--- src/ifr_pkg.sv ---
// Purpose: constants and types for the interrupt flag and enable bank
// Assumes: 16-bit registers, one aligned 32-bit Avalon word each
// Notes: masks mark implemented bits, all others read zero
// Functional notes
// - A flag reads one after its source requested or software wrote a one to it, zero otherwise.
// - An enable bit at one permits its request; at zero blocks it.
// - Unimplemented bits read zero and ignore writes.
// - All flags and enables reset to zero.
// - Software reads and writes every implemented flag and enable bit.
// - Flags one bits 15..8: serial B tx/rx, pin two, timers, compares, DMA two.
// - Flags one bits 7..0: captures, converter B, pin one, change, bit 2 unused, two-wire A.
// - Flags two bits 15..8: timer six, DMA four, bit 13 unused, compares, capture six.
// - Flags two bits 7..0: captures, DMA three, CAN A, SPI B event/error.
// - Flags three: only bits 13 and 8..0 implemented.
// - Flags four: only bits 7..4, 2 and 1 implemented.
// - Enables zero bits 15..8: bit 15 unused, DMA one down to timer three.
// - Enables zero bits 7..0: timer two down to external pin zero.
// - Flags zero bits 2..0: compare one, capture one, external pin zero.
package ifr_pkg;
  localparam int unsigned ifr_num_flag = 5;
  localparam int unsigned ifr_addr_width = 8;
  localparam logic [7:0] ifr_off_flags_zero = 8'h00;
  localparam logic [7:0] ifr_off_flags_one = 8'h04;
  localparam logic [7:0] ifr_off_flags_two = 8'h08;
  localparam logic [7:0] ifr_off_flags_three = 8'h0c;
  localparam logic [7:0] ifr_off_flags_four = 8'h10;
  localparam logic [7:0] ifr_off_enables_zero = 8'h14;
  localparam logic [4:0][7:0] ifr_flag_off = {ifr_off_flags_four, ifr_off_flags_three,
    ifr_off_flags_two, ifr_off_flags_one, ifr_off_flags_zero};
  localparam logic [15:0] ifr_mask_flags_zero = 16'h7fff;
  localparam logic [15:0] ifr_mask_flags_one = 16'hfffb;
  localparam logic [15:0] ifr_mask_flags_two = 16'hdfff;
  localparam logic [15:0] ifr_mask_flags_three = 16'h21ff;
  localparam logic [15:0] ifr_mask_flags_four = 16'h00f6;
  localparam logic [15:0] ifr_mask_enables_zero = 16'h7fff;
  localparam logic [4:0][15:0] ifr_flag_mask = {ifr_mask_flags_four, ifr_mask_flags_three,
    ifr_mask_flags_two, ifr_mask_flags_one, ifr_mask_flags_zero};
  localparam logic [15:0] ifr_reset_value = 16'h0000;
  localparam logic [31:0] ifr_read_unmapped = 32'h0000_0000;
  typedef struct packed {
    logic [15:0] four;
    logic [15:0] three;
    logic [15:0] two;
    logic [15:0] one;
    logic [15:0] zero;
  } ifr_word5_type;
  typedef enum logic {
    ifr_idle = 1'b0,
    ifr_ack = 1'b1
  } ifr_bus_state_type;
endpackage

--- src/ifr_bank.sv ---
// Purpose: interrupt flag registers zero to four and enable register zero
// Assumes: event inputs are one-cycle pulses from logic on the same clock
// Notes: every access takes one wait state, then completes
`timescale 1ns/100ps
`default_nettype none
module ifr_bank (
  // Clock and reset
  input wire logic clock,
  input wire logic rst_n,
  // Avalon-MM slave
  input wire logic [7:0] avs_address,
  input wire logic avs_read,
  input wire logic avs_write,
  input wire logic [31:0] avs_writedata,
  input wire logic [3:0] avs_byteenable,
  output logic [31:0] avs_readdata,
  output logic avs_waitrequest,
  // Peripheral events, one bit per flag position
  input wire ifr_pkg::ifr_word5_type src_event,
  // Flag state and requests toward the core
  output ifr_pkg::ifr_word5_type flags,
  output logic [15:0] enables_zero,
  output logic [15:0] req_zero,
  output logic req_any
);
  ifr_pkg::ifr_bus_state_type bus_state;
  ifr_pkg::ifr_bus_state_type next_bus_state;
  logic [31:0] next_readdata;
  logic [15:0] flag_q [ifr_pkg::ifr_num_flag];
  logic [15:0] next_flag [ifr_pkg::ifr_num_flag];
  logic [15:0] set_seen [ifr_pkg::ifr_num_flag];
  logic [4:0][15:0] ev_vec;
  logic [15:0] enable_q;
  logic [15:0] next_enable;
  logic [15:0] lane_mask;
  logic wr_take;
  logic rd_start;
  logic addr_hit;

  assign ev_vec = src_event;
  assign lane_mask = {{8{avs_byteenable[1]}}, {8{avs_byteenable[0]}}};
  assign wr_take = (bus_state == ifr_pkg::ifr_ack) && avs_write;
  assign rd_start = (bus_state == ifr_pkg::ifr_idle) && avs_read;
  // Any of the six register offsets; everything else reads zero
  assign addr_hit = avs_address inside {ifr_pkg::ifr_off_flags_zero,
    ifr_pkg::ifr_off_flags_one, ifr_pkg::ifr_off_flags_two, ifr_pkg::ifr_off_flags_three,
    ifr_pkg::ifr_off_flags_four, ifr_pkg::ifr_off_enables_zero};
  // One wait state gives the read mux a full cycle into a register
  assign avs_waitrequest = (avs_read || avs_write) && (bus_state == ifr_pkg::ifr_idle);

  always_comb begin
    next_bus_state = bus_state;
    case (bus_state)
      ifr_pkg::ifr_idle: begin
        if (avs_read || avs_write) begin
          next_bus_state = ifr_pkg::ifr_ack;
        end
      end
      ifr_pkg::ifr_ack: begin
        next_bus_state = ifr_pkg::ifr_idle;
      end
      default: begin
        next_bus_state = ifr_pkg::ifr_idle;
      end
    endcase
  end

  always_comb begin
    next_readdata = avs_readdata;
    if (rd_start) begin
      next_readdata = ifr_pkg::ifr_read_unmapped;
      case (avs_address)
        ifr_pkg::ifr_off_flags_zero: next_readdata = {16'h0000, flag_q[0]};
        ifr_pkg::ifr_off_flags_one: next_readdata = {16'h0000, flag_q[1]};
        ifr_pkg::ifr_off_flags_two: next_readdata = {16'h0000, flag_q[2]};
        ifr_pkg::ifr_off_flags_three: next_readdata = {16'h0000, flag_q[3]};
        ifr_pkg::ifr_off_flags_four: next_readdata = {16'h0000, flag_q[4]};
        ifr_pkg::ifr_off_enables_zero: next_readdata = {16'h0000, enable_q};
        default: next_readdata = ifr_pkg::ifr_read_unmapped;
      endcase
    end
  end

  always_ff @(posedge clock or negedge rst_n) begin
    if (!rst_n) begin
      bus_state <= ifr_pkg::ifr_idle;
      avs_readdata <= ifr_pkg::ifr_read_unmapped;
    end else begin
      bus_state <= next_bus_state;
      avs_readdata <= next_readdata;
    end
  end

  genvar gi;
  generate
    for (gi = 0; gi < ifr_pkg::ifr_num_flag; gi++) begin : g_flag
      // Events never look at the enable bit
      assign set_seen[gi] = ev_vec[gi] & ifr_pkg::ifr_flag_mask[gi];

      always_comb begin
        next_flag[gi] = flag_q[gi];
        if (wr_take && (avs_address == ifr_pkg::ifr_flag_off[gi])) begin
          // Byte lanes allow one half to be cleared alone
          next_flag[gi] = (flag_q[gi] & ~lane_mask) | (avs_writedata[15:0] & lane_mask);
        end
        // Set wins over a clearing write in the same cycle
        next_flag[gi] = next_flag[gi] | set_seen[gi];
        // Bit layouts
        next_flag[gi] = next_flag[gi] & ifr_pkg::ifr_flag_mask[gi];
      end

      always_ff @(posedge clock or negedge rst_n) begin
        if (!rst_n) begin
          flag_q[gi] <= ifr_pkg::ifr_reset_value;
        end else begin
          flag_q[gi] <= next_flag[gi];
        end
      end

      AST_FLAG_SET: assert property (@(posedge clock) disable iff (!rst_n)
        (set_seen[gi] != 16'h0000) |=> ((flag_q[gi] & $past(set_seen[gi])) ==
        $past(set_seen[gi])))
        else $error("event did not set its flag");

      AST_UNIMPL_ZERO: assert property (@(posedge clock) disable iff (!rst_n)
        (flag_q[gi] & ~ifr_pkg::ifr_flag_mask[gi]) == 16'h0000)
        else $error("unimplemented flag bit set");

      AST_NO_SPONT: assert property (@(posedge clock) disable iff (!rst_n)
        !$past(wr_take) |-> ((flag_q[gi] & ~$past(flag_q[gi]) & ~$past(set_seen[gi]))
        == 16'h0000))
        else $error("flag rose without event or write");

      // A flag stays set until software writes it low
      AST_FLAG_HOLD: assert property (@(posedge clock) disable iff (!rst_n)
        !(wr_take && (avs_address == ifr_pkg::ifr_flag_off[gi])) |=>
        ((flag_q[gi] & $past(flag_q[gi])) == $past(flag_q[gi])))
        else $error("flag dropped without a write");

      // Event and clearing write in one cycle: the event survives
      AST_SET_WINS: assert property (@(posedge clock) disable iff (!rst_n)
        (wr_take && (avs_address == ifr_pkg::ifr_flag_off[gi]) && (set_seen[gi] != 16'h0000))
        |=> ((flag_q[gi] & $past(set_seen[gi])) == $past(set_seen[gi])))
        else $error("clearing write beat an event");

      AST_FLAG_CLEAR: assert property (@(posedge clock) disable iff (!rst_n)
        (wr_take && (avs_address == ifr_pkg::ifr_flag_off[gi]) &&
        (avs_byteenable[1:0] == 2'h3) && (avs_writedata[15:0] == 16'h0000) &&
        (set_seen[gi] == 16'h0000)) |=> (flag_q[gi] == 16'h0000))
        else $error("zero write did not clear the flags");

      AST_WR_FLAG: assert property (@(posedge clock) disable iff (!rst_n)
        (wr_take && (avs_address == ifr_pkg::ifr_flag_off[gi]) &&
        (avs_byteenable[1:0] == 2'h3)) |=>
        (flag_q[gi] == (($past(avs_writedata[15:0]) | $past(set_seen[gi])) &
        ifr_pkg::ifr_flag_mask[gi])))
        else $error("flag register write not stored");

      // Only the low lane is written; the high byte keeps its bits
      AST_FLAG_LANE: assert property (@(posedge clock) disable iff (!rst_n)
        (wr_take && (avs_address == ifr_pkg::ifr_flag_off[gi]) &&
        (avs_byteenable[1:0] == 2'h1)) |=>
        (flag_q[gi][15:8] == (($past(flag_q[gi][15:8]) | $past(set_seen[gi][15:8])) &
        ifr_pkg::ifr_flag_mask[gi][15:8])))
        else $error("flag high byte changed on a low-lane write");

      AST_RD_FLAG: assert property (@(posedge clock) disable iff (!rst_n)
        (avs_read && !avs_waitrequest && (avs_address == ifr_pkg::ifr_flag_off[gi]))
        |-> (avs_readdata == {16'h0000, $past(flag_q[gi])}))
        else $error("flag readback wrong");

      AST_RESET_FLAG: assert property (@(posedge clock)
        (rst_n && !$past(rst_n)) |-> (flag_q[gi] == 16'h0000))
        else $error("flag not zero after reset");
    end
  endgenerate

  always_comb begin
    next_enable = enable_q;
    if (wr_take && (avs_address == ifr_pkg::ifr_off_enables_zero)) begin
      next_enable = (enable_q & ~lane_mask) | (avs_writedata[15:0] & lane_mask);
    end
    next_enable = next_enable & ifr_pkg::ifr_mask_enables_zero;
  end

  always_ff @(posedge clock or negedge rst_n) begin
    if (!rst_n) begin
      enable_q <= ifr_pkg::ifr_reset_value;
    end else begin
      enable_q <= next_enable;
    end
  end

  assign flags.zero = flag_q[0];
  assign flags.one = flag_q[1];
  assign flags.two = flag_q[2];
  assign flags.three = flag_q[3];
  assign flags.four = flag_q[4];
  assign enables_zero = enable_q;
  // Only enable register zero lives here; other enables sit downstream
  assign req_zero = flag_q[0] & enable_q;
  assign req_any = |req_zero;

  AST_RESET_ZERO: assert property (@(posedge clock)
    (rst_n && !$past(rst_n)) |-> ((enable_q == 16'h0000) && (req_any == 1'b0)))
    else $error("enables not zero after reset");

  AST_RESET_READ: assert property (@(posedge clock)
    (rst_n && !$past(rst_n)) |-> (avs_readdata == ifr_pkg::ifr_read_unmapped))
    else $error("read data not zero after reset");

  // Request path toward the core
  AST_REQ_GATE: assert property (@(posedge clock) disable iff (!rst_n)
    (enable_q == 16'h0000) [*2] |-> !req_any)
    else $error("request passed with all enables clear");

  AST_REQ_FOLLOW: assert property (@(posedge clock) disable iff (!rst_n)
    ((set_seen[0] & enable_q) != 16'h0000) && !wr_take |=> req_any)
    else $error("enabled event raised no request");

  AST_REQ_NEEDS_EN: assert property (@(posedge clock) disable iff (!rst_n)
    (req_zero & ~enable_q) == 16'h0000)
    else $error("request passed a clear enable bit");

  AST_REQ_NEEDS_FLAG: assert property (@(posedge clock) disable iff (!rst_n)
    (req_zero & ~flag_q[0]) == 16'h0000)
    else $error("request without a pending flag");

  AST_REQ_BOTH: assert property (@(posedge clock) disable iff (!rst_n)
    ((flag_q[0] & enable_q) != 16'h0000) |-> req_any)
    else $error("enabled pending flag raised no request");

  AST_REQ_ANY: assert property (@(posedge clock) disable iff (!rst_n)
    req_any |-> (req_zero != 16'h0000))
    else $error("summary request without a source");

  // Request shows in the same cycle as the flag it comes from
  AST_REQ_SAME_CYCLE: assert property (@(posedge clock) disable iff (!rst_n)
    (((set_seen[0] & enable_q) != 16'h0000) &&
    !(wr_take && (avs_address == ifr_pkg::ifr_off_enables_zero))) |=>
    ((req_zero & $past(set_seen[0] & enable_q)) == $past(set_seen[0] & enable_q)))
    else $error("enabled event not requested with its flag");

  // Enable register, and the flags one write check
  AST_EN_MASK: assert property (@(posedge clock) disable iff (!rst_n)
    (enable_q & ~ifr_pkg::ifr_mask_enables_zero) == 16'h0000)
    else $error("unimplemented enable bit set");

  AST_EN_HOLD: assert property (@(posedge clock) disable iff (!rst_n)
    !(wr_take && (avs_address == ifr_pkg::ifr_off_enables_zero)) |=> $stable(enable_q))
    else $error("enable changed without a write");

  AST_EN_WR: assert property (@(posedge clock) disable iff (!rst_n)
    (wr_take && (avs_address == ifr_pkg::ifr_off_enables_zero) &&
    (avs_byteenable[1:0] == 2'h3)) |=>
    (enable_q == ($past(avs_writedata[15:0]) & ifr_pkg::ifr_mask_enables_zero)))
    else $error("enable write not stored");

  AST_EN_LANE_LOW: assert property (@(posedge clock) disable iff (!rst_n)
    (wr_take && (avs_address == ifr_pkg::ifr_off_enables_zero) &&
    (avs_byteenable[1:0] == 2'h1)) |=>
    (enable_q[15:8] == $past(enable_q[15:8])))
    else $error("enable high byte changed on a low-lane write");

  AST_EN_LANE_HIGH: assert property (@(posedge clock) disable iff (!rst_n)
    (wr_take && (avs_address == ifr_pkg::ifr_off_enables_zero) &&
    (avs_byteenable[1:0] == 2'h2)) |=>
    (enable_q[7:0] == $past(enable_q[7:0])))
    else $error("enable low byte changed on a high-lane write");

  AST_WR_FLAGS: assert property (@(posedge clock) disable iff (!rst_n)
    (wr_take && (avs_address == ifr_pkg::ifr_off_flags_one) && (avs_byteenable[1:0] == 2'h3))
    |=> (flag_q[1] == (($past(avs_writedata[15:0]) | $past(set_seen[1])) &
    ifr_pkg::ifr_mask_flags_one)))
    else $error("flag write not stored");

  // Bus handshake and read path
  AST_WAIT_ONE: assert property (@(posedge clock) disable iff (!rst_n)
    ((avs_read || avs_write) && avs_waitrequest) |=> !avs_waitrequest)
    else $error("wait state longer than one cycle");

  AST_WAIT_FIRST: assert property (@(posedge clock) disable iff (!rst_n)
    ((avs_read || avs_write) && (bus_state == ifr_pkg::ifr_idle)) |-> avs_waitrequest)
    else $error("first request cycle not stalled");

  AST_IDLE_NO_WAIT: assert property (@(posedge clock) disable iff (!rst_n)
    !(avs_read || avs_write) |-> !avs_waitrequest)
    else $error("waitrequest without a request");

  AST_ACK_ONE: assert property (@(posedge clock) disable iff (!rst_n)
    (bus_state == ifr_pkg::ifr_ack) |=> (bus_state == ifr_pkg::ifr_idle))
    else $error("bus stayed in the answer state");

  AST_RD_ENABLE: assert property (@(posedge clock) disable iff (!rst_n)
    (avs_read && !avs_waitrequest && (avs_address == ifr_pkg::ifr_off_enables_zero))
    |-> (avs_readdata == {16'h0000, $past(enable_q)}))
    else $error("enable readback wrong");

  // Read data must hold until the next read starts
  AST_RD_STANDS: assert property (@(posedge clock) disable iff (!rst_n)
    !rd_start |=> $stable(avs_readdata))
    else $error("read data moved without a read");

  AST_RD_UNMAPPED: assert property (@(posedge clock) disable iff (!rst_n)
    (avs_read && !avs_waitrequest && !addr_hit) |-> (avs_readdata == ifr_pkg::ifr_read_unmapped))
    else $error("unmapped read not zero");

  AST_RD_HIGH: assert property (@(posedge clock) disable iff (!rst_n)
    avs_readdata[31:16] == 16'h0000)
    else $error("upper read half not zero");
endmodule
`default_nettype wire

--- config.mk ---
export PLATFORM = sky130hd
export DESIGN_NAME = ifr_bank
export DESIGN_NICKNAME = d
export VERILOG_FILES = /design/src/ifr_pkg.sv /design/src/ifr_bank.sv
export SDC_FILE = /design/constraint.sdc
export NUM_CORES = 1
export LEC_CHECK = 0
export ABC_CLOCK_PERIOD_IN_PS = 1720
export BUFFER_PORTS_ARGS = -buffer_cell sky130_fd_sc_hd__buf_2
export CELL_PAD_IN_SITES_DETAIL_PLACEMENT = 2
export CELL_PAD_IN_SITES_GLOBAL_PLACEMENT = 2
export CORE_ASPECT_RATIO = 0.6
export CORE_MARGIN = 5
export CORE_UTILIZATION = 23
export DETAILED_ROUTE_END_ITERATION = 8
export PLACE_DENSITY_LB_ADDON = 0.1
export SLEW_MARGIN = 20
export SYNTH_ARGS = -nofsm -noshare
export SYNTH_HDL_FRONTEND = slang
export SYNTH_SLANG_ARGS = --single-unit
--- constraint.sdc ---
create_clock -name clock -period 1.72 [get_ports clock]
set_input_delay 0 -clock clock [delete_from_list [all_inputs] [get_ports clock]]
set_output_delay 0 -clock clock [all_outputs]
set_load 0.02 [all_outputs]
# Word level (Yosys, flattened, before mapping)
# Index checks and enable logic that the tools add are counted.
word_totals:
  ff_bits: 109
  inputBits: 128
  output_inout_bits: 146
  wordCells: 54
op_classes:
  eq_ne: 5
  mux: 8
  n_bitwise: 21
  n_reduce_logical: 12
ops:
  columns: ["cell", "count"]
  rows:
  - ["$pmux 16 s6", 1]
  - ["$or 16x16->16", 4]
  - ["$and 16x16->16", 3]
  - ["$and 15x15->15", 3]
  - ["$or 15x15->15", 3]
  - ["$mux 16", 2]
  - ["$or 14x14->14", 2]
  - ["$eq 8x4->1 const B", 2]
  - ["$eq 8x5->1 const B", 2]
  - ["$not 16->16", 1]
  - ["$or 8x8->8", 2]
  - ["$reduce_or 16->1", 1]
  - ["$mux 15", 1]
  - ["$and 14x14->14", 1]
  - ["$mux 14", 1]
  - ["$logic_and 1x1->1", 9]
  - ["$and 8x8->8", 1]
  - ["$eq 8x3->1 const B", 1]
  - ["$logic_not 8->1", 1]
  - ["$mux 8", 1]
  - ["$pmux 1 s2", 1]
  - ["$logic_or 1x1->1", 1]
  - ["$mux 1", 1]
  - ["$not 1->1", 1]

# Logic depth before layout (Yosys ltp)
# Gate-level depths: netlist of run 1.
depth:
  word_depth: 5
  ltp_mapped: 7
  ltp_nobuf: 4

# Worst setup path after synthesis of run 1
# No wires, ideal clock.
synth_path:
  path_kind: "input to register"
  startpoint: "in avs_address[4]"
  endpoint: "reg flag_q (netlist bit flags[49])"
  setup_ps: 124
  arrival_time_ps: 1674
  required_ps: 1596
  setup_slack_ps: -77
  cell_stages: 6
  path_buffers: 3
  cell_sequence: "buf_4 > or4b_4 > or4_1 > buf_2 > buf_6 > a211o_1"
synth_lines:
  columns: ["item", "line", "source"]
  rows:
  - ["from (decl)", "ifr_bank.sv:11", "input wire logic [7:0] avs_address,"]
  - ["to (signal, indexed assignment)", "ifr_bank.sv:114", "flag_q[gi] <= ifr_pkg::ifr_reset_value;"]
  - ["to (signal, indexed assignment)", "ifr_bank.sv:116", "flag_q[gi] <= next_flag[gi];"]
  - ["to (decl)", "ifr_bank.sv:29", "logic [15:0] flag_q [ifr_pkg::ifr_num_flag];"]

# Worst setup path after layout of run 1
layout_path:
  startpoint: "reg flag_q (netlist bit flags[6])"
  endpoint: "out req_any"
layout_via:
  elab_chain_cells: 2
layout_lines:
  columns: ["item", "line", "source"]
  rows:
  - ["$and 15x15->15", "ifr_bank.sv:201", "assign req_zero = flag_q[0] & enable_q;"]
  - ["$reduce_or 16->1", "ifr_bank.sv:202", "assign req_any = |req_zero;"]
  - ["to (decl)", "ifr_bank.sv:24", "output logic req_any"]
# No other way between the ends.

==> out/qor.yml, run 1 <==
worst_setup_path_end_kind: "output port"
clockBufferDepth: 2
synth_cell_types: 41
cts_tree: "built"
wl_met3_um: 1280
grt_first_pass_wirelength_um: 35400
wl_per_cell_um: 22.5
worstPathRequired_ns: 1.72
cp_top_family: "simple AND/OR/NAND/NOR gates"
finalSetupTns_ns: -0.392
drt-pass1-iter-count: 4
timing.fmax_mhz: 473
grt_setup_unrepaired: "true"
gp_congestion: 0.764
antenna_cells: 0
dp_cells: 971
finish.instance_area_um2: 7580
slowest_stage: "or4_4"
finalHoldViolCount: 0
maxCapViolations: 0
post_cts_buffers: 0
powerDensity_nw_per_um2: 651
seq_power_share: 0.449
dieWidth_um: 197
io_buffers: 199
yosysSeqAreaShare: 0.481
violations: "negative setup slack"
avgSynthCellArea_um2: 10.4
switching_power_mw: 1.31
drt_drc_violations_left: 0
timing.rr.end: "avs_readdata[5]$_DFFE_PN0P_"
ant_nets: 0
pwr-share-comb: 0.152
p_leak_nw: 3.30
dpl_worst_slack_ns: -0.346
place_area_um2: 6450
netlist_instances: 464
antenna_found_initial: 0
nets: 912
setup.worst_path.class: "reg2out"
drtIter0Drc: 193
yosysTopAreaCell: "dfrtp_1"
syn_area_um2: 4830
outcome: "finished, violations left"
reg2reg_depth: 4
wl_met2_um: 10300
finalSetupViolCount: 1
path_buf_inv: 2
power_frac_clock: 0.400
final_layout_size_suffix_gt1_frac: 0.383
synthMostInstantiatedCell: "dfrtp_1"
rows: 41
instances_no_fill: 1065
root_buffer: "clkbuf_16"
wl_met1_um: 12300
fin_ws_ns: -0.392
path_clk_slew_ns: 0.07
ioPinCount: 274
highest_layer: "met4"
hp-class: "in2async"
p_sw_frac: 0.265
crit_chain: "and2_1, or4_4, nor4_4, buf_4, nand4_1, buf_2"
cts.htree.levels: 3
final_util: 0.364
fin_crit_sh: 1.23
skew_ns: 0.00583
clkSinkCount: 93
slowest_delay_ns: 0.55
grt_pass1_vias: 5517
max-vdd-ir-drop_v: 0.000423
cp_data_arrival_time_ns: 2.11
drv_slew: 0
synth-edff-count: 0
die_h_um: 122
crit_start: "flags[6]$_DFF_PN0_"
yosys-top-cells-count: "dfrtp_1 (93), a211o_1 (44), nor2_1 (42), buf_4 (38), and2_1 (32)"
core_area_um2: 20800
slew-limit-headroom: 0.642
via_count: 4868
routed_wl_um: 24000
p_int_mw: 3.63
ys_ff_latch: 93
ys.warnings.count: 0
critPathLaunchType: "flip-flop"
areaGrowthSynthToFinish_pct: 56.8
synthFlopType: "dfrtp_1"
yosysTopAreaCellShare: 0.481
grt_overflow_total: 0
track_usage: 0.198
die-area_um2: 24100
grt_max_degree: 40
synthArstFlopShare: 1.00
tightest_slew_ns: 0.532
period_needed_ns: 2.11
routed_via_density: 4.57
initial_utilization: 0.232
path_max_fanout: 2
synth_area_leaders: "dfrtp_1 (48%), a211o_1 (8.0%), buf_4 (5.9%)"
place_hpwl_um: 18400
clk_latency_ns: 0.35
r2r_setup_slack_ns: 0.06
numCtsBuffers: 9
## power by group through the flow
stage	Sequential (mW)	Clock, mW	Combinational [mW]
floorplan	2.26	0	0.297
global placement	2.25	0	0.581
detailed placement	2.25	0	0.590
CTS	2.21	2.02	0.743
global route	2.21	2.11	0.809
finish	2.21	1.97	0.748
## placed cells by master (no fill, tap or decap), types with 2 or more instances in the layout
cell type / instances
dlygate4sd3_1: 81
clkinv_2: 2
buf_4: 43
nor2_1: 42
mux2i_1: 15
a22oi_1: 9
mux4_2: 5
and2_1: 32
conb_1: 37
nor3_1: 31
inv_1: 7
nand2_1: 18
a221oi_1: 3
a211o_1: 44
mux2_2: 19
or4_4: 2
or3_1: 2
buf_12: 8
nor4_4: 4
o21ai_0: 16
buf_2: 198
a31oi_1: 5
nor4_2: 4
a21oi_1: 20
nor2b_1: 19
clkbuf_16: 9
dfrtp_1: 92
## per-layer routing
| metal | global-route usage | vias to the layer above |
|---|---|---|
| met5 | 0 | - |
| met4 | 0.0286 | 0 |
| met3 | 0.0422 | 14 |
| met2 | 0.288 | 138 |
| met1 | 0.305 | 2470 |
| li1 | - | 2246 |
## worst max path at each step
stage	to	slack (ns)	depth (start not counted)
2_1_floorplan	flags[49]$_DFF_PN0_	0.006	6
3_3_place_gp	req_any	-0.32	6
3_5_place_dp	req_any	-0.35	6
4_1_cts	req_any	-0.48	6
5_1_grt	req_any	-0.49	6
6_report	req_any	-0.39	6
## what timing repair did
action,in CTS,in global routing
hold buffers,81,0
hold endpoints to repair,170,0
setup endpoints to repair,12,28
pin swaps,1,0
gates resized for setup,4,5
## cell families (layout without fill, tap and decap cells)
| family | after synthesis | in the layout | share of synthesized area |
|---|---|---|---|
| AOI/OAI and AO/OA | 101 | 101 | 0.150 |
| muxes | 39 | 39 | 0.0986 |
| DFF | 93 | 93 | 0.481 |
| and+or+nand+nor | 166 | 166 | 0.187 |
| other | 1 | 37 | 0.000776 |
| buffers and inverters | 64 | 350 | 0.0821 |
## worst reg2reg max path, stage by stage (launching register included)
cell and delay [ns]:
dfrtp_1 0.38, buf_4 0.14, mux4_2 0.49, a31oi_1 0.38, o21ai_0 0.14
## layout make-up
cell class                 count  area [um^2]
fill                        2353        13200
sequential                    93         2330
multi-input combinational    343         2320
timing repair buffer         330         2280
tap                          279          349
clock buffer                  10          229
clock inverter                 3         40.0
inverter                       7         26.3
## per-stage QoR
stage | hold slack, ns | power, mW
2_1_floorplan | -0.296 | 2.56
3_3_place_gp | -0.0760 | 2.83
3_5_place_dp | -0.0663 | 2.84
4_1_cts | 0.0884 | 4.97
5_1_grt | 0.109 | 5.13
6_report | 0.0974 | 4.93
Note: power is estimated with default switching activity, not from simulation.
==> inputs of run 2 (changes only) <==
- ABC_CLOCK_PERIOD_IN_PS: 1720 -> 2200
- CORE_ASPECT_RATIO: 0.6 -> 0.8
- CORE_UTILIZATION: 23 -> 25
- clock period: 1.72 -> 2.2 ns (I/O delays scaled with it)
==> run 2 against run 1 <==
The flow now finishes without violations. Final cell count is 1.7% lower. Worst setup slack improved by 0.46 ns. Non-clock buffer count is 2 lower. Register-to-register slack about the same. Clock power decreased by 17%. Sequential cell count did not move. Wire length is 4.3% lower. Critical path type is now reg2reg.
==> out/qor.yml, run 2 (synthesis results as in run 1) <==
finalSetupViolCount: 0  # -1
critPathLaunchType: "flip-flop"
rows: 45  # +9.8%
path_clk_slew_ns: 0.07  # about the same
final_cell_mix: "buf_2 (197), dfrtp_1 (93), dlygate4sd3_1 (93)"
numCtsBuffers: 9  # unchanged
final_common_cell: "buf_2"
worstPathRequired_ns: 2.49  # +0.77 ns
dieWidth_um: 165  # -16%
path_max_fanout: 16  # +14
drt_drc_violations_left: 0  # unchanged
hp-class: "in2reg"
timing.fmax_mhz: 470
final_layout_size_suffix_gt1_frac: 0.368  # -0.0153
clkSinkCount: 93  # unchanged
wl_per_cell_um: 21.9  # -2.6%
finalSetupTns_ns: 0  # +0.392 ns
cts.htree.levels: 3  # unchanged
whs_ns: 0.212  # +0.114 ns
ioPinCount: 274  # unchanged
clk_latency_ns: 0.35  # about the same
track_usage: 0.205  # +0.00754
period_needed_ns: 2.13
gp_congestion: 0.788  # +3.1%
die_h_um: 134  # +9.9%
dpl_worst_slack_ns: 0.338  # +0.684 ns
cp_data_arrival_time_ns: 2.42  # +0.31 ns
ant_nets: 0  # unchanged
fin_ws_ns: 0.0720  # +0.464 ns
fin_crit_sh: 0.967
tightest_slew_ns: 0.695  # +0.163 ns
drtIter0Drc: 207  # +7.3%
die-area_um2: 22200  # -7.8%
max-vdd-ir-drop_v: 0.000295  # -30%
root_buffer: "clkbuf_16"
place_hpwl_um: 16600  # -9.7%
grt_pass1_vias: 5602  # +1.5%
grt_first_pass_wirelength_um: 34100  # -3.8%
powerDensity_nw_per_um2: 521  # -20%
outcome: "finished clean"
routed_wl_um: 22900  # -4.3%
power_mw: 3.91  # -21%
initial_utilization: 0.255  # +0.0227
grt_setup_unrepaired: "true"
grt_max_degree: 94  # +140%
skew_ns: 0.00860  # +0.00277 ns
slew-limit-headroom: 0.533  # -0.109
grt_overflow_total: 0  # unchanged
maxCapViolations: 0  # unchanged
drv_slew: 0  # unchanged
routed_via_density: 4.68  # +2.3%
clockBufferDepth: 2  # unchanged
io_buffers: 199  # unchanged
via_count: 4898  # +0.62%
cts_tree: "built"
setup.worst_path.class: "reg2reg"
worst_setup_path_end_kind: "flip-flop"
finalHoldViolCount: 0  # unchanged
nets: 910  # -0.22%
drt-pass1-iter-count: 4  # unchanged
p_leak_nw: 3.23  # -2.1%
core_area_um2: 19000  # -8.9%
areaGrowthSynthToFinish_pct: 55.3
antenna_found_initial: 2  # +2
fill_cells: 2137  # -9.2%
final_util: 0.396  # +0.0318
-- run 2: path summary, 6_finish.rpt --
| path | cells past startpoint | to | slack (ns) | from |
|---|---|---|---|---|
| max | 7 | flags[36]$_DFF_PN0_ | 0.07 | bus_state$_DFF_PN0_ |
| min | 3 | avs_readdata[15]$_DFFE_PN0P_ | 0.21 | avs_address[0] |
| max reg2reg | 7 | flags[36]$_DFF_PN0_ | 0.07 | bus_state$_DFF_PN0_ |
| min reg2reg | 2 | avs_readdata[5]$_DFFE_PN0P_ | 0.48 | avs_readdata[5]$_DFFE_PN0P_ |
| max in group asynchronous | 3 | asynchronous set/reset pin | 1.49 | rst_n |
| min in group asynchronous | 3 | flags[69]$_DFF_PN0_ | 0.22 | rst_n |
-- run 2: area by class of cell --
cell class | count | area, um^2 | share of cell area
tap | 258 | 323 | 0.0430
antenna | 3 | 7.51 | 0.00100
clock buffer | 11 | 253 | 0.0337
multi-input combinational | 343 | 2300 | 0.307
inverter | 7 | 26.3 | 0.00350
timing repair buffer | 328 | 2220 | 0.296
sequential | 93 | 2330 | 0.310
clock inverter | 4 | 47.5 | 0.00633
-- run 2: report_power, final --
group          leakage (nW)  switching [mW]  internal, mW  total [mW]
Clock                 0.147           0.698         0.934        1.63
Combinational          2.10           0.314         0.240       0.553
Sequential            0.978         0.00923          1.72        1.73
Total                  3.23            1.02          2.89        3.91
-- run 2: timing repair --
action | in CTS | in global routing
setup buffers | 6 | 0
hold buffers | 93 | 0
pin swaps | 3 | 1
hold endpoints to repair | 170 | 0
resized for setup | 7 | 3
setup endpoints to repair | 1 | 11
-- run 2: per-layer routing --
layer | vias up | track usage | part of all wire
met5 | - | 0 | 0
met4 | 0 | 0.0563 | 0.018
met3 | 26 | 0.0439 | 0.058
met2 | 169 | 0.338 | 0.48
met1 | 2464 | 0.273 | 0.44
li1 | 2239 | - | -
-- run 2: critical path, cell delays in order (launching register included) --
cell and delay (ns):
dfrtp_1 0.41, nand3_2 0.15, buf_4 0.20, nor4_4 0.22
buf_6 0.22, nor3_1 0.08, a21oi_1 0.18, dlygate4sd3_1 0.59
-- run 2: per-stage QoR --
step,instances,area (um^2)
after floorplan,500,4970
after global placement,930,6180
after detailed placement,930,6180
after CTS,1044,7490
after global routing,1046,7500
final,1047,7510
==> inputs of run 3 (changes only) <==
- ABC_AREA: not set -> 1
- CAP_MARGIN: not set -> 20
- CORE_UTILIZATION: 25 -> 23
==> run 3 against run 2 <==
Critical endpoint is now flags[42]$_DFF_PN0_. Sequential share of layout area decreased by 0.64 points. Register-to-register slack better by 0.05 ns. Critical path type unchanged. Power grew 4.2%. First-iteration DRC count increased by 8.7%. Wire length up 12%. Clock power rose by 7%. Critical path depth shrank 1. Synthesized area increased by 2.2%. Largest power group unchanged.
==> out/qor.yml, run 3 <==
powerDensity_nw_per_um2: 532  # +2.1%
drv_slew: 0  # unchanged
slew-limit-headroom: 0.440  # -0.0930
timing.fmax_mhz: 482  # +2.6%
timing.rr.end: "flags[42]$_DFF_PN0_"
reg2reg_from: "bus_state$_DFF_PN0_"
clkSinkCount: 93  # unchanged
gp_congestion: 0.880  # +12%
grt_pass1_vias: 6472  # +16%
grt_first_pass_wirelength_um: 39000  # +14%
initial_utilization: 0.231  # -0.0236
outcome: "finished clean"
ys_ff_latch: 93  # unchanged
finalHoldViolCount: 0  # unchanged
final_cell_mix: "buf_2 (198), nand2_1 (182), dlygate4sd3_1 (116)"
skew_ns: 0.00817  # -0.000426 ns
p_leak_nw: 3.47  # +7.7%
period_needed_ns: 2.07  # -0.0540 ns
worstPathRequired_ns: 2.43  # -0.06 ns
yosys-top-cells-count: "nand2_1 (183), nand3_1 (95), dfrtp_1 (93), a21oi_1 (67), inv_1 (46)"
via_count: 5698  # +16%
worst_setup_path_end_kind: "flip-flop"
yosysTopAreaCellShare: 0.471  # -0.0105
fin_ws_ns: 0.126  # +0.0540 ns
track_usage: 0.207  # +0.00183
synth_top_family_by_area: "simple AND/OR/NAND/NOR gates"
place_area_um2: 6140  # -0.67%
hp-start: "avs_address[6]"
wl_met3_um: 1080  # -19%
die-area_um2: 24500  # +10%
syn_area_um2: 4940  # +2.2%
ys.warnings.count: 0  # unchanged
routed_via_density: 4.59  # -1.9%
netlist_instances: 640  # +38%
fill_cells: 2554  # +20%
drt-pass1-iter-count: 4  # unchanged
tightest_slew_ns: 0.840  # +0.145 ns
synth_fa_ha_area_frac: 0  # unchanged
max-vdd-ir-drop_v: 0.000300  # +1.7%
path_clk_slew_ns: 0.07  # about the same
synthMostInstantiatedCell: "nand2_1"
wl_met1_um: 12400  # +22%
ioPinCount: 274  # unchanged
cp_data_arrival_time_ns: 2.30  # -0.12 ns
clockBufferDepth: 2  # unchanged
synthXorXnorAreaFrac: 0  # unchanged
switching_power_mw: 1.10  # +7.8%
grt_overflow_total: 0  # unchanged
synth-edff-count: 0  # unchanged
final_common_cell: "buf_2"
ant_nets: 0  # unchanged
power_frac_clock: 0.428  # +0.011
finish.instance_area_um2: 7660  # +2.1%
reg2reg_depth: 6  # -1
synth_cell_types: 25  # -39%
fin_crit_sh: 0.943  # -0.0246
areaGrowthSynthToFinish_pct: 55.1
grt_setup_unrepaired: "false"
hold_depth: 6  # +3
wl_per_cell_um: 20.7  # -5.6%
synthArstFlopShare: 1.00  # unchanged
synthMuxAreaShare: 0  # -0.0986
nets: 1089  # +20%
p_int_mw: 2.98  # +3.0%
drtIter0Drc: 225  # +8.7%
io_buffers: 199  # unchanged
pwr-share-comb: 0.142  # about the same
numCtsBuffers: 9  # unchanged
synth_compound_area_frac: 0.0977  # -0.0524
root_buffer: "clkbuf_16"
core_area_um2: 21400  # +13%
die_h_um: 141  # +5.0%
avgSynthCellArea_um2: 7.72  # -26%
wl_met2_um: 11700  # +6.6%
drt_drc_violations_left: 0  # unchanged
clk_latency_ns: 0.35  # about the same
hp-class: "in2reg"
place_hpwl_um: 18400  # +11%
synthSimpleGateAreaFrac: 0.308  # +0.121
cts.htree.levels: 3  # unchanged
path_max_fanout: 9  # -7
holdPathEnd: "flags[70]$_DFF_PN0_"
yosysSeqAreaShare: 0.471  # -0.0105
r2r_setup_slack_ns: 0.13  # +0.05 ns
final_layout_size_suffix_gt1_frac: 0.269  # -0.0983
highest_layer: "met4"
p_sw_frac: 0.270  # +0.00891
finalSetupTns_ns: 0  # unchanged
grt_max_degree: 58  # -38%
dpl_worst_slack_ns: 0.413  # +0.0751 ns
cts_tree: "built"
yosysTopAreaCell: "dfrtp_1"
antenna_found_initial: 2  # unchanged
dieWidth_um: 174  # +5.1%
critPathLaunchType: "flip-flop"
rows: 48  # +6.7%
synthFlopType: "dfrtp_1"
maxCapViolations: 0  # unchanged
routed_wl_um: 25700  # +12%
setup.worst_path.class: "reg2reg"
seq_power_share: 0.431  # -0.011
finalSetupViolCount: 0  # unchanged
synth_area_leaders: "dfrtp_1 (47%), nand2_1 (14%), nand3_1 (9.6%)"
==> run 3: cell count changes after synthesis, moves of 15 or more <==
cell / previous run / this run
inv_1: 7 / 46
and2_1: 32 / 0
mux2i_1: 15 / 0
a21oi_1: 20 / 67
nor2b_1: 19 / 0
a211o_1: 44 / 0
mux2_2: 19 / 0
nand2_1: 18 / 183
nand3_1: 2 / 95
nor3_1: 31 / 0
==> run 3: worst max-delay path by stage <==
stage / cells past startpoint / to / slack (ns) / start
6_report: 6 / flags[42]$_DFF_PN0_ / 0.13 / bus_state$_DFF_PN0_
5_1_grt: 6 / flags[42]$_DFF_PN0_ / 0.06 / bus_state$_DFF_PN0_
4_1_cts: 6 / flags[42]$_DFF_PN0_ / 0.03 / bus_state$_DFF_PN0_
3_5_place_dp: 10 / flags[52]$_DFF_PN0_ / 0.41 / avs_address[7]
2_1_floorplan: 7 / flags[4]$_DFF_PN0_ / 0.89 / bus_state$_DFF_PN0_
3_3_place_gp: 10 / flags[51]$_DFF_PN0_ / 0.53 / avs_address[7]
==> run 3: critical path: stages, from the launching register on <==
cell,delay (ns)
dfrtp_1,0.39
nand2_2,0.18
nor2_4,0.29
nand2_2,0.21
a21oi_1,0.24
nand2_1,0.08
dlygate4sd3_1,0.57
==> run 3: area by class of cell <==
class / count / area (um^2) / area share
timing repair buffer: 333 / 2310 / 0.301
sequential: 93 / 2330 / 0.304
multi-input combinational: 469 / 2150 / 0.280
tap: 275 / 344 / 0.0449
clock buffer: 10 / 239 / 0.0312
inverter: 55 / 211 / 0.0276
antenna: 2 / 5.00 / 0.000653
clock inverter: 5 / 85.1 / 0.0111
==> run 3: power by group through the flow <==
stage | Sequential [mW] | Clock [mW] | Combinational [mW]
floorplan | 1.82 | 0 | 0.230
global placement | 1.79 | 0 | 0.455
detailed placement | 1.79 | 0 | 0.464
CTS | 1.76 | 1.79 | 0.575
global route | 1.76 | 1.87 | 0.630
finish | 1.76 | 1.74 | 0.578
==> run 3: timing repair <==
item / in CTS / in global routing
hold buffers: 115 / 1
endpoints found under the setup margin: 0 / 20
resized for setup: 0 / 2
setup buffers: 0 / 4
endpoints found under the hold margin: 131 / 1
==> run 3: cell families after synthesis <==
group | after synthesis
buf+inv | 114
compound gates | 96
other cells | 1
simple gates | 336
flops | 93
==> run 3: per-stage QoR <==
stage,power [mW],utilization,hold slack [ns],std cells
global route,4.26,0.358,0.115,1242
global placement,2.24,0.287,0.146,1105
floorplan,2.04,-,-0.296,676
detailed placement,2.25,0.287,0.147,1105
finish,4.08,0.358,0.0954,1242
CTS,4.13,0.356,0.00731,1235
==> run 3: routing by layer <==
layer | vias to the layer above | global-route usage
met5 | - | 0
met4 | 0 | 0.0541
met3 | 29 | 0.0383
met2 | 176 | 0.333
met1 | 2844 | 0.288
li1 | 2649 | -
